--- src/design/unb_pkg.sv ---
// Package for the nine-bit fixed-rate serial port: register map, field layouts,
// divider values and frame geometry.
// Assumes a single 125 MHz clock and an APB master with 32-bit data.
package unb_pkg;

  localparam int CLK_HZ = 125000000;

  // Register byte offsets.
  localparam logic [7:0] OFF_CTRL = 8'h00;
  localparam logic [7:0] OFF_STAT = 8'h04;
  localparam logic [7:0] OFF_MASK = 8'h08;
  localparam logic [7:0] OFF_DATA = 8'h0c;

  // Status and mask bit positions.
  localparam int ST_TX_DONE = 0;
  localparam int ST_RX_DONE = 1;
  localparam int ST_RX_NINTH = 2;
  localparam int ST_DOWNLOAD = 3;
  localparam int ST_TX_BUSY = 4;

  // Mode-select code of the nine-bit fixed-rate mode.
  localparam logic [1:0] MODE_NINE_FIXED = 2'h2;

  // Last divider count of each bit: slow rate and doubled rate.
  localparam logic [5:0] DIV_SLOW_LAST = 6'h3f;
  localparam logic [5:0] DIV_FAST_LAST = 6'h1f;

  // Frame geometry: start, eight data, ninth, stop.
  localparam logic [3:0] FRAME_LAST = 4'ha;
  localparam logic [3:0] TX_STOP_NEXT = 4'h9;
  localparam logic [3:0] RX_LAST_SAMPLE = 4'h9;

  // Values after reset.
  localparam logic [10:0] TX_IDLE_SHIFT = 11'h7ff;
  localparam logic [7:0] CTRL_RESET = 8'h00;
  localparam logic [1:0] MASK_RESET = 2'h0;

  typedef struct packed {
    logic txNinthBit;
    logic rateDouble;
    logic multiprocEnable;
    logic modeSelLo;
    logic modeSelHi;
  } unb_ctrl_s;

  typedef struct packed {
    logic [31:0] paddr;
    logic psel;
    logic penable;
    logic pwrite;
    logic [31:0] pwdata;
  } unb_apb_req_s;

  typedef enum logic [1:0] {RX_IDLE, RX_START, RX_DATA} unb_rx_e;

endpackage

--- src/design/unb_uart_top.sv ---
// Nine-bit asynchronous serial port with a fixed bit rate from the core clock,
// an APB register slave, one interrupt line and the reset-time mode strap pin.
// Assumes the APB master, the serial lines and the strap pin are external;
// the receive line and strap pin are asynchronous and are synchronised here.
// Summary of operation
// - The port runs only when the upper mode-select bit is 1 and the lower one is 0.
// - The bit rate is clock over 64, or clock over 32 when the rate-doubling bit is set.
// - A frame is a 0 start bit, eight data bits, a ninth bit and a 1 stop bit.
// - A transmission loads the eight buffer bits into the shift register, sent LSB first.
// - The transmit ninth-bit control value is loaded as the tenth bit on the line, after the eight data bits.
// - The start bit goes out only at the next bit-rate tick after a buffer write.
// - The transmit-done flag sets when the stop bit starts on the transmit line.
// - Received data bits shift into the receive register LSB first.
// - An accepted frame fills the buffer and ninth bit and sets the receive-done flag.
// - A frame is accepted only if receive-done is 0 and the stop bit is 1, else dropped.
// - The strap pin is sampled only as reset falls; it is released while reset is high and driven after the catch.
// - A low strap enters serial download mode, a high strap normal mode.
// - Reception starts on a falling edge of the receive line with a valid start bit.
//
// The APB interface to the registers and the register offsets are this design's own decisions.
`timescale 1ns/1ps
`default_nettype none
module unb_uart_top
  import unb_pkg::*;
(
  // Clock and reset.
  input wire logic clock,
  input wire logic reset,
  // APB slave.
  input wire logic [31:0] paddr,
  input wire logic psel,
  input wire logic penable,
  input wire logic pwrite,
  input wire logic [31:0] pwdata,
  output logic [31:0] prdata,
  output logic pready,
  output logic pslverr,
  // Serial lines.
  input wire logic rxLine,
  output logic txLine,
  // Strap pin, enable active low.
  input wire logic progStoreEnIn,
  output logic progStoreEnOut,
  output logic progStoreEnOeN,
  // Mode and interrupt.
  output logic downloadMode,
  output logic irq
);

  unb_apb_req_s req;
  unb_ctrl_s ctrl_q;
  logic [1:0] mask_q;
  logic txDoneFlag_q, rxDoneFlag_q, rxNinthBit_q;
  logic [7:0] txBuf_q, rxBuf_q;
  logic txPend_q, txBusy_q;
  logic [10:0] txShift_q;
  logic [3:0] txBit_q;
  logic [5:0] baudCnt_q, bitLast;
  logic baudTick, modeOk;
  logic rxMeta_q, rxSync_q, rxPrev_q;
  unb_rx_e rxState_q;
  logic [5:0] rxCnt_q;
  logic [3:0] rxBit_q;
  logic [9:0] rxShift_q;
  logic rxFinal, rxAccept, txDoneEv;
  logic pinMeta_q, pinSync_q, resetDly_q, downloadMode_q, pinOeN_q;
  logic wrEn, rdEn, mapped;
  logic [31:0] rdData_d, prdata_q;

  assign req = '{paddr: paddr, psel: psel, penable: penable, pwrite: pwrite, pwdata: pwdata};

  // The slave never stalls, so every access phase completes in its first cycle.
  assign pready = 1'b1;
  assign mapped = (req.paddr[31:8] == 24'h000000) && (req.paddr[1:0] == 2'h0) &&
                  (req.paddr[7:0] <= OFF_DATA);
  assign pslverr = req.psel && req.penable && !mapped;
  assign wrEn = req.psel && req.penable && req.pwrite && mapped;
  assign rdEn = req.psel && !req.penable && !req.pwrite;

  assign modeOk = {ctrl_q.modeSelHi, ctrl_q.modeSelLo} == MODE_NINE_FIXED;
  assign bitLast = ctrl_q.rateDouble ? DIV_FAST_LAST : DIV_SLOW_LAST;
  assign baudTick = modeOk && (baudCnt_q == bitLast);

  always_ff @(posedge clock) begin
    if (reset || !modeOk || baudTick) begin
      baudCnt_q <= 6'h00;
    end else begin
      baudCnt_q <= baudCnt_q + 6'h01;
    end
  end

  always_ff @(posedge clock) begin
    if (reset) begin
      ctrl_q <= unb_ctrl_s'(CTRL_RESET[4:0]);
      mask_q <= MASK_RESET;
    end else if (wrEn && req.paddr[7:0] == OFF_CTRL) begin
      ctrl_q <= unb_ctrl_s'(req.pwdata[4:0]);
    end else if (wrEn && req.paddr[7:0] == OFF_MASK) begin
      mask_q <= req.pwdata[1:0];
    end
  end

  // Read data is registered in the setup cycle, so it is stable for the access phase.
  always_comb begin
    rdData_d = 32'h00000000;
    case (req.paddr[7:0])
      OFF_CTRL: rdData_d[4:0] = ctrl_q;
      OFF_STAT: begin
        rdData_d[ST_TX_DONE] = txDoneFlag_q;
        rdData_d[ST_RX_DONE] = rxDoneFlag_q;
        rdData_d[ST_RX_NINTH] = rxNinthBit_q;
        rdData_d[ST_DOWNLOAD] = downloadMode_q;
        rdData_d[ST_TX_BUSY] = txBusy_q || txPend_q;
      end
      OFF_MASK: rdData_d[1:0] = mask_q;
      OFF_DATA: rdData_d[7:0] = rxBuf_q;
      default: rdData_d = 32'h00000000;
    endcase
  end

  always_ff @(posedge clock) begin
    if (reset) begin
      prdata_q <= 32'h00000000;
    end else if (rdEn) begin
      prdata_q <= mapped ? rdData_d : 32'h00000000;
    end
  end
  assign prdata = prdata_q;

  // A buffer write only arms the transmitter; the frame waits for a tick.
  always_ff @(posedge clock) begin
    if (reset) begin
      txBuf_q <= 8'h00;
      txPend_q <= 1'b0;
    end else if (wrEn && req.paddr[7:0] == OFF_DATA && modeOk) begin
      txBuf_q <= req.pwdata[7:0];
      txPend_q <= 1'b1;
    end else if (baudTick && !txBusy_q) begin
      txPend_q <= 1'b0;
    end
  end

  always_ff @(posedge clock) begin
    if (reset || !modeOk) begin
      txShift_q <= TX_IDLE_SHIFT;
      txBusy_q <= 1'b0;
      txBit_q <= 4'h0;
    end else if (baudTick && !txBusy_q && txPend_q) begin
      txShift_q <= {1'b1, ctrl_q.txNinthBit, txBuf_q, 1'b0};
      txBusy_q <= 1'b1;
      txBit_q <= 4'h0;
    end else if (baudTick && txBusy_q) begin
      txShift_q <= {1'b1, txShift_q[10:1]};
      if (txBit_q == FRAME_LAST) begin
        txBusy_q <= 1'b0;
      end
      txBit_q <= txBit_q + 4'h1;
    end
  end
  assign txLine = txShift_q[0];

  assign txDoneEv = baudTick && txBusy_q && (txBit_q == TX_STOP_NEXT);

  // Receive line synchroniser; the second stage and its delayed copy feed logic, never the first stage.
  always_ff @(posedge clock) begin
    if (reset) begin
      rxMeta_q <= 1'b1;
      rxSync_q <= 1'b1;
      rxPrev_q <= 1'b1;
    end else begin
      rxMeta_q <= rxLine;
      rxSync_q <= rxMeta_q;
      rxPrev_q <= rxSync_q;
    end
  end

  always_ff @(posedge clock) begin
    if (reset || !modeOk) begin
      rxState_q <= RX_IDLE;
      rxCnt_q <= 6'h00;
      rxBit_q <= 4'h0;
      rxShift_q <= 10'h000;
    end else begin
      case (rxState_q)
        RX_IDLE: begin
          rxCnt_q <= 6'h00;
          if (rxPrev_q && !rxSync_q) begin
            rxState_q <= RX_START;
          end
        end
        RX_START: begin
          rxCnt_q <= rxCnt_q + 6'h01;
          if (rxCnt_q == {1'b0, bitLast[5:1]}) begin
            rxCnt_q <= 6'h00;
            rxBit_q <= 4'h0;
            rxState_q <= rxSync_q ? RX_IDLE : RX_DATA;
          end
        end
        RX_DATA: begin
          rxCnt_q <= rxCnt_q + 6'h01;
          if (rxCnt_q == bitLast) begin
            rxCnt_q <= 6'h00;
            rxShift_q <= {rxSync_q, rxShift_q[9:1]};
            rxBit_q <= rxBit_q + 4'h1;
            if (rxBit_q == RX_LAST_SAMPLE) begin
              rxState_q <= RX_IDLE;
            end
          end
        end
        default: rxState_q <= RX_IDLE;
      endcase
    end
  end

  // The stop bit is the live sample; the shift register holds data and ninth bit.
  assign rxFinal = modeOk && rxState_q == RX_DATA && rxCnt_q == bitLast &&
                   rxBit_q == RX_LAST_SAMPLE;
  assign rxAccept = rxFinal && !rxDoneFlag_q && rxSync_q;

  always_ff @(posedge clock) begin
    if (reset) begin
      rxBuf_q <= 8'h00;
      rxNinthBit_q <= 1'b0;
    end else if (rxAccept) begin
      rxBuf_q <= rxShift_q[8:1];
      rxNinthBit_q <= rxShift_q[9];
    end
  end

  // Flags are sticky and cleared by writing one; a same-cycle event wins.
  always_ff @(posedge clock) begin
    if (reset) begin
      txDoneFlag_q <= 1'b0;
      rxDoneFlag_q <= 1'b0;
    end else begin
      if (txDoneEv) begin
        txDoneFlag_q <= 1'b1;
      end else if (wrEn && req.paddr[7:0] == OFF_STAT && req.pwdata[ST_TX_DONE]) begin
        txDoneFlag_q <= 1'b0;
      end
      if (rxAccept) begin
        rxDoneFlag_q <= 1'b1;
      end else if (wrEn && req.paddr[7:0] == OFF_STAT && req.pwdata[ST_RX_DONE]) begin
        rxDoneFlag_q <= 1'b0;
      end
    end
  end

  assign irq = |({rxDoneFlag_q, txDoneFlag_q} & mask_q);

  // Strap pin: released while reset is high, caught as reset falls, then driven.
  // The synchroniser keeps running through reset so it carries the released pin level.
  always_ff @(posedge clock) begin
    pinMeta_q <= progStoreEnIn;
    pinSync_q <= pinMeta_q;
  end

  always_ff @(posedge clock) begin
    resetDly_q <= reset;
  end

  // The catch waits one cycle after reset falls so the second stage shows the level
  // from the last reset cycle; the pin stays released until that cycle.
  logic catchPending_q;
  always_ff @(posedge clock) begin
    if (reset) begin
      catchPending_q <= 1'b1;
      pinOeN_q <= 1'b1;
      downloadMode_q <= 1'b0;
    end else if (catchPending_q && !resetDly_q) begin
      catchPending_q <= 1'b0;
      pinOeN_q <= 1'b0;
      downloadMode_q <= !pinSync_q;
    end
  end

  assign progStoreEnOeN = pinOeN_q;
  assign progStoreEnOut = 1'b1;
  assign downloadMode = downloadMode_q;

  property p_mode_gate;
    @(posedge clock) disable iff (reset)
      !modeOk |=> (rxState_q == RX_IDLE) && !txBusy_q;
  endproperty
  a_mode_gate: assert property (p_mode_gate) else $error("port active outside its mode");

  property p_rate;
    @(posedge clock) disable iff (reset)
      baudTick && $stable(ctrl_q) |=> !baudTick [*8];
  endproperty
  a_rate: assert property (p_rate) else $error("bit ticks too close together");

  property p_start_bit;
    @(posedge clock) disable iff (reset)
      $rose(txBusy_q) |-> !txLine && txShift_q[10] && txShift_q[9] == $past(ctrl_q.txNinthBit);
  endproperty
  a_start_bit: assert property (p_start_bit) else $error("bad frame load");

  property p_tx_data;
    @(posedge clock) disable iff (reset)
      $rose(txBusy_q) |-> txShift_q[8:1] == $past(txBuf_q);
  endproperty
  a_tx_data: assert property (p_tx_data) else $error("data not loaded");

  property p_tx_wait;
    @(posedge clock) disable iff (reset)
      $rose(txBusy_q) |-> $past(baudTick) && $past(txPend_q);
  endproperty
  a_tx_wait: assert property (p_tx_wait) else $error("start bit before tick");

  property p_tx_done;
    @(posedge clock) disable iff (reset)
      txDoneEv |=> txLine && txDoneFlag_q && txBit_q == FRAME_LAST;
  endproperty
  a_tx_done: assert property (p_tx_done) else $error("done flag not with stop bit");

  property p_rx_accept;
    @(posedge clock) disable iff (reset)
      rxAccept |=> rxDoneFlag_q && rxBuf_q == $past(rxShift_q[8:1]) &&
                   rxNinthBit_q == $past(rxShift_q[9]);
  endproperty
  a_rx_accept: assert property (p_rx_accept) else $error("accepted frame not stored");

  property p_rx_drop;
    @(posedge clock) disable iff (reset)
      rxFinal && (rxDoneFlag_q || !rxSync_q) |=> $stable(rxBuf_q) && $stable(rxNinthBit_q);
  endproperty
  a_rx_drop: assert property (p_rx_drop) else $error("bad frame overwrote buffer");

  property p_glitch;
    @(posedge clock) disable iff (reset)
      rxState_q == RX_START && rxSync_q |=> rxState_q != RX_DATA;
  endproperty
  a_glitch: assert property (p_glitch) else $error("false start accepted");

  property p_strap;
    @(posedge clock) disable iff (reset)
      !catchPending_q && !$past(catchPending_q) |-> !progStoreEnOeN && $stable(downloadMode);
  endproperty
  a_strap: assert property (p_strap) else $error("strap pin not driven after catch");

endmodule
`default_nettype wire

--- config.mk ---
export PLATFORM = sky130hd
export DESIGN_NAME = unb_uart_top
export DESIGN_NICKNAME = d
export VERILOG_FILES = /design/src/design/unb_pkg.sv /design/src/design/unb_uart_top.sv
export SDC_FILE = /design/constraint.sdc
export NUM_CORES = 1
export LEC_CHECK = 0
export ABC_AREA = 1
export BUFFER_PORTS_ARGS = -buffer_cell sky130_fd_sc_hd__buf_4
export CORE_MARGIN = 4
export CORE_UTILIZATION = 53
export DETAILED_ROUTE_END_ITERATION = 7
export PLACE_DENSITY_LB_ADDON = 0.08
export REMOVE_ABC_BUFFERS = 1
export SYNTH_ARGS = -nofsm -noshare
export SYNTH_HDL_FRONTEND = slang
export SYNTH_SLANG_ARGS = --single-unit
--- constraint.sdc ---
create_clock -name clock -period 2.05 [get_ports clock]
set_clock_uncertainty 0.05 [all_clocks]
set_input_delay 0.41 -clock clock [delete_from_list [all_inputs] [get_ports clock]]
set_output_delay 0.41 -clock clock [all_outputs]
set_load 0.005 [all_outputs]
## Word-level counts from Yosys, hierarchy flattened

Index checks and enable logic that the tools add are counted.

- Register bits after elaboration: 110
- Input bits: 71
- Output and inout port bits: 39
- Logic and storage cells: 137

- $add $sub $neg: 4
- Order comparisons: 1
- Eq/ne operators: 16
- Mux-type cells: 28
- Bitwise gates (word level): 2
- Reduce and logical (&&, ||, !) cells: 57

Operators with widths:

| kind | number |
|---|---|
| 1-bit logical AND | 27 |
| 24-bit zero test | 1 |
| 10-bit 2-to-1 mux | 2 |
| 6-bit 2-to-1 mux | 3 |
| 6-bit case mux with 3 select lines | 1 |
| 8-bit by 4-bit == test with 1-bit output (second input constant) | 2 |
| 6-bit by 1-bit adder with 6-bit output (second input constant) | 2 |
| 4-bit == test (second input constant) | 3 |
| 6-bit == test | 2 |
| 2-bit nonzero test | 6 |
| 2-bit 2-to-1 mux | 5 |
| 1-bit zero test | 9 |
| 1-bit 2-to-1 mux | 9 |
| 3-bit case mux with 3 select lines | 1 |
| 4-bit by 1-bit adder with 4-bit output (second input constant) | 2 |
| 8-bit by 3-bit == test with 1-bit output (second input constant) | 1 |
| 8-bit by 4-bit <= comparator with 1-bit output (second input constant) | 1 |
| 8-bit zero test | 1 |
| 4-bit 2-to-1 mux | 2 |
| 8-bit 2-to-1 mux | 1 |
| 2-bit case mux with 4 select lines | 1 |
| 4-bit case mux with 2 select lines | 1 |
| 6-bit by 5-bit == test with 1-bit output | 1 |
| 2-bit case mux with 3 select lines | 1 |
| other kinds (14) | 23 |

## Depth between registers and ports, before layout

- Word-level depth: 8
- Gate-level depth with buffers: 12
- Mapped depth without buffers: 11

## Worst setup path after synthesis

Ideal clock, no wire load.

- Path kind: register to register
- Start: reg rxCnt_q[0]
- End: reg rxBuf_q[0]
- Library setup time: 116 ps
- Arrival: 1451 ps
- Required time: 1884 ps
- Path slack: 434 ps
- Stages on the path, launching flop included: 10
- Buffers on the path: 1
- Period minus slack after synthesis: 1616 ps
- Cells stage by stage: dfxtp_1 > ha_1 > nand3_1 > nor2_2 > nand3_2 > inv_2 > nand3_1 > clkbuf_2 > o21ai_0 > nor2_1

- Word-level cells in the longest chain between the ends: 5

Ends and longest elaborated chain:

| element | line | source |
|---|---|---|
| start, declared | unb_uart_top.sv:62 | `logic [5:0] rxCnt_q;` |
| start signal, assigned | unb_uart_top.sv:192 | `rxCnt_q <= rxCnt_q + 6'h01;` |
| start signal, assigned | unb_uart_top.sv:200 | `rxCnt_q <= rxCnt_q + 6'h01;` |
| 6-bit == test | unb_uart_top.sv:216 | `assign rxFinal = modeOk && rxState_q == RX_DATA && rxCnt_q == bitLast &&` |
| 1-bit logical AND (2 in series) | unb_uart_top.sv:216 |  |
| 1-bit logical AND (2 in series) | unb_uart_top.sv:218 | `assign rxAccept = rxFinal && !rxDoneFlag_q && rxSync_q;` |
| end signal, assigned | unb_uart_top.sv:225 | `rxBuf_q <= rxShift_q[8:1];` |
| end, declared | unb_uart_top.sv:54 | `logic [7:0] txBuf_q, rxBuf_q;` |

No other way between the ends.
A chain may end at the register's enable or synchronous reset.

## Worst setup path after layout

- Start: in paddr[5]
- End: out pslverr

- Word-level cells in the longest chain between the ends: 4

Ends and longest elaborated chain:

| element | line | source |
|---|---|---|
| start, declared | unb_uart_top.sv:30 | `input wire logic [31:0] paddr,` |
| 8-bit by 4-bit <= comparator with 1-bit output | unb_uart_top.sv:75 | `(req.paddr[7:0] <= OFF_DATA);` |
| 1-bit logical AND | unb_uart_top.sv:74 | `assign mapped = (req.paddr[31:8] == 24'h000000) && (req.paddr[1:0] == 2'h0) &&` |
| 1-bit zero test | unb_uart_top.sv:76 | `assign pslverr = req.psel && req.penable && !mapped;` |
| 1-bit logical AND | unb_uart_top.sv:76 |  |
| end, declared | unb_uart_top.sv:37 | `output logic pslverr,` |

No other way between the ends.

==> PnR_summary.wiki <==
{| class="wikitable"
! Metric !! Value
|-
| Max incr delay on CP || 0.20 ns
|-
| Fraction of layout cells with a size suffix above 1 || 0.155
|-
| Setup slack, reg-to-reg || 0.25 ns
|-
| Top-level port count || 110
|-
| Setup repair after global routing missed its margin || false
|-
| Share of the clock period used by the worst path || 0.895
|-
| Clock edge transition at the registers on the reported setup and hold paths || 0.09 ns
|-
| Slowest stage cell on the critical path || sky130_fd_sc_hd__nor2_8
|-
| Number of I/O port buffers || 59
|-
| Most frequent cells in the layout || sky130_fd_sc_hd__nand2_1 (149), sky130_fd_sc_hd__nor2_1 (91), sky130_fd_sc_hd__dfxtp_1 (85)
|-
| Required time worst endpoint || 1.59 ns
|-
| Sum of met3 wire segment lengths after detailed routing || 414 um
|-
| Slew Limit Headroom || 0.663
|-
| Remaining global-route overflow || 0
|-
| Final HPWL from detailed placement || 6.64 mm
|-
| Fin Hold WS || 0.106 ns
|-
| Worst Hold Depth || 1
|-
| Number of synthesized register bits || 85
|-
| Synth warn || 0
|-
| Clock root buffer || sky130_fd_sc_hd__clkbuf_8
|-
| Number of clock sinks seen by CTS || 85
|-
| Top metal layer carrying routed signals || met4
|-
| Run status || complete, no violations
|-
| Final core utilization || 0.644
|-
| Endpoint type of the worst setup path || primary output
|-
| Beginning of the worst hold path || progStoreEnIn
|-
| Post-Synthesis Mean Instance Area || 6.97 sq um
|-
| Standby leakage power || 2.10 nW
|-
| Vias in the first global route || 3441
|-
| Endpoint with the worst hold slack || pinMeta_q$_DFF_P_
|-
| CTS tree || done
|-
| Number of iterations in the first detailed-routing pass || 4
|-
| Power density over the cells || 629 nW/um^2
|-
| Routed WL || 8.72 mm
|-
| Global-route wire length before repair || 14.9 mm
|-
| Cell repeated most along the worst path || sky130_fd_sc_hd__nor2_1
|-
| Number of maximum-capacitance constraint violations || 0
|-
| Routed len/inst || 11.5 um
|-
| Leading cell type in the layout, fill and taps excluded || sky130_fd_sc_hd__nand2_1
|-
| DRC marker count from the first detailed-route iteration || 122
|-
| Cell Chain, Critical Path || buf_4 -> nor2_1 -> nand2_1 -> nor2_1 -> nand2_1 -> nor2_8 -> nor2_1 -> buf_4
|-
| Startpoint type of the worst setup path || input pin
|-
| Residual antenna-violating net count after detailed routing || 0
|-
| Library cells used by synthesis || 33
|-
| Placement row count || 31
|-
| Syn-to-layout area delta || 16.0%
|-
| Part of the Yosys area used for sequential elements || 0.414
|-
| Post-CTS Setup Inserts || 0
|-
| Count of pins over their slew limit || 0
|-
| Number of DRC violations after detailed routing || 0
|-
| Critical path peak fanout || 10
|-
| Min Clock Period, post-route || 1.83 ns
|-
| Data arrival at the endpoint of the critical path || 1.37 ns
|-
| Number of vias after detailed routing || 3653
|-
| H-tree depth reported by CTS || 3
|-
| Maximum buffer depth of the clock tree || 2
|-
| Hold bufs inserted after CTS || 0
|-
| Die Area || 9230 sq um
|-
| Fin nets || 735
|-
| Largest net degree at the start of global routing || 22
|-
| IR drop worst, VDD || 0.529 mV
|-
| Routed wire length on met2 || 4.21 mm
|-
| Antenna violations before repair || 0
|-
| R2R cell count || 7
|-
| Transition time of the tightest slew-check pin || 0.503 ns
|-
| Post-synthesis instance total || 590
|-
| Reg2reg start || ctrl_q[0]$_SDFFE_PP0P_
|-
| Global-route usage over all layers || 0.203
|-
| Initial Utilization || 0.555
|-
| Routability-driven placement congestion ratio || 0.782
|-
| Combined area of all synthesized cells || 4110 sq um
|-
| Achievable frequency || 545 MHz
|-
| Total count of hold-check failures in the final report || 0
|-
| Width of the die || 96.1 um
|-
| Total inserted antenna cells || 0
|-
| CTS buffer count || 9
|-
| Crit Reg-Reg Endpoint || txShift_q[1]$_SDFFE_PP1P_
|-
| Finish-stage setup viols || 0
|-
| Core region area || 7410 sq um
|-
| Count of cells resized by post-cts repair || 0
|-
| Aggregate negative setup slack || 0 ns
|-
| Die height || 96.1 um
|-
| Routed length on met1 || 3.99 mm
|-
| Via-to-Cell Ratio || 4.83
|-
| Insertion delay to the later sink of the worst-skew pair || 0.35 ns
|-
| Start-to-end type of the worst setup path || input pin to primary output
|-
| Class of the most critical hold timing path || input pin to flop
|}
==> flip-flops by register name (all words and copies together), names as in the netlist, 2 cells and up <==
| register | count |
|---|---|
| rxCnt_q | 6 |
| txBit_q | 4 |
| baudCnt_q | 6 |
| txBuf_q | 8 |
| prdata | 8 |
| txShift_q | 10 |
| rxState_q | 2 |
| rxBuf_q | 8 |
| ctrl_q | 5 |
| mask_q | 2 |
| rxShift_q | 9 |
| rxBit_q | 4 |
==> metal layers <==
layer | up-vias | GRT usage
li1 | 1923 | -
met1 | 1654 | 0.258
met2 | 68 | 0.349
met3 | 8 | 0.0360
met4 | 0 | 0.0628
met5 | - | 0
==> power by group <==
group	internal (W)	total (W)	switching (W)
Clock	0.000594	0.00119	0.000599
Combinational	0.0000754	0.000145	0.0000696
Sequential	0.00166	0.00166	0.00000400
==> cell families after synthesis <==
kind of cell | count (synthesis) | share of synthesized area
AND/OR/NAND/NOR | 293 | 0.302
buffers and inverters | 104 | 0.123
AO/OA/AOI/OAI | 87 | 0.108
flip-flops | 85 | 0.414
adder cells (fa/ha/maj) | 11 | 0.0335
XOR/XNOR | 8 | 0.0170
other | 2 | 0.00183
==> synthesized netlist by cell type, drive strengths merged <==
master	number	area, sq um
a21oi	54	270
conb	2	7.51
nand4	7	43.8
xor2	6	52.6
clkinv	1	3.75
ha	11	138
or2	2	12.5
xnor2	2	17.5
nand2	150	566
nor3	5	30.0
a2111o	1	11.3
nand3b	1	7.51
buf	29	223
nor4	1	12.5
dfxtp	85	1700
and2	1	6.26
nand3	30	173
inv	64	240
clkbuf	10	40.0
o21ai	32	164
nor2	96	392
==> worst max-delay path: cells and delay by family <==
| family | cells | cell delay (ns) |
|---|---|---|
| buffers and inverters | 2 | 0.24 |
| AND/OR/NAND/NOR | 6 | 0.72 |
==> worst max path at each step <==
stage	start	to	slack [ns]
after floorplan	rxCnt_q[0]$_SDFFE_PP0P_	rxBuf_q[0]$_SDFFE_PP0P_	0.28
after global placement	paddr[5]	pslverr	0.22
after detailed placement	rxCnt_q[0]$_SDFFE_PP0P_	rxBuf_q[7]$_SDFFE_PP0P_	0.19
after CTS	rxCnt_q[0]$_SDFFE_PP0P_	rxBuf_q[7]$_SDFFE_PP0P_	0.16
after global routing	rxCnt_q[0]$_SDFFE_PP0P_	rxBuf_q[4]$_SDFFE_PP0P_	0.07
final	paddr[5]	pslverr	0.22
==> cell type report <==
cell class                 count  area, sq um
timing repair inverter         1         5.00
sequential                    85         1700
tap                           99          124
inverter                      65          248
fill                         688         2640
timing repair buffer          66          495
clock buffer                  10          138
clock inverter                 6         61.3
multi-input combinational    425         2000
==> stage by stage <==
stage          area (sq um)  cells  power (W)  setup WS (ns)
3_3_place_gp           4560    740    0.00184          0.220
3_5_place_dp           4560    740    0.00185          0.190
4_1_cts                4760    756    0.00303          0.162
6_report               4770    757    0.00300          0.215
5_1_grt                4770    757    0.00312         0.0748
2_1_floorplan          3940    575    0.00175          0.278
(Power assumes the default switching activity.)
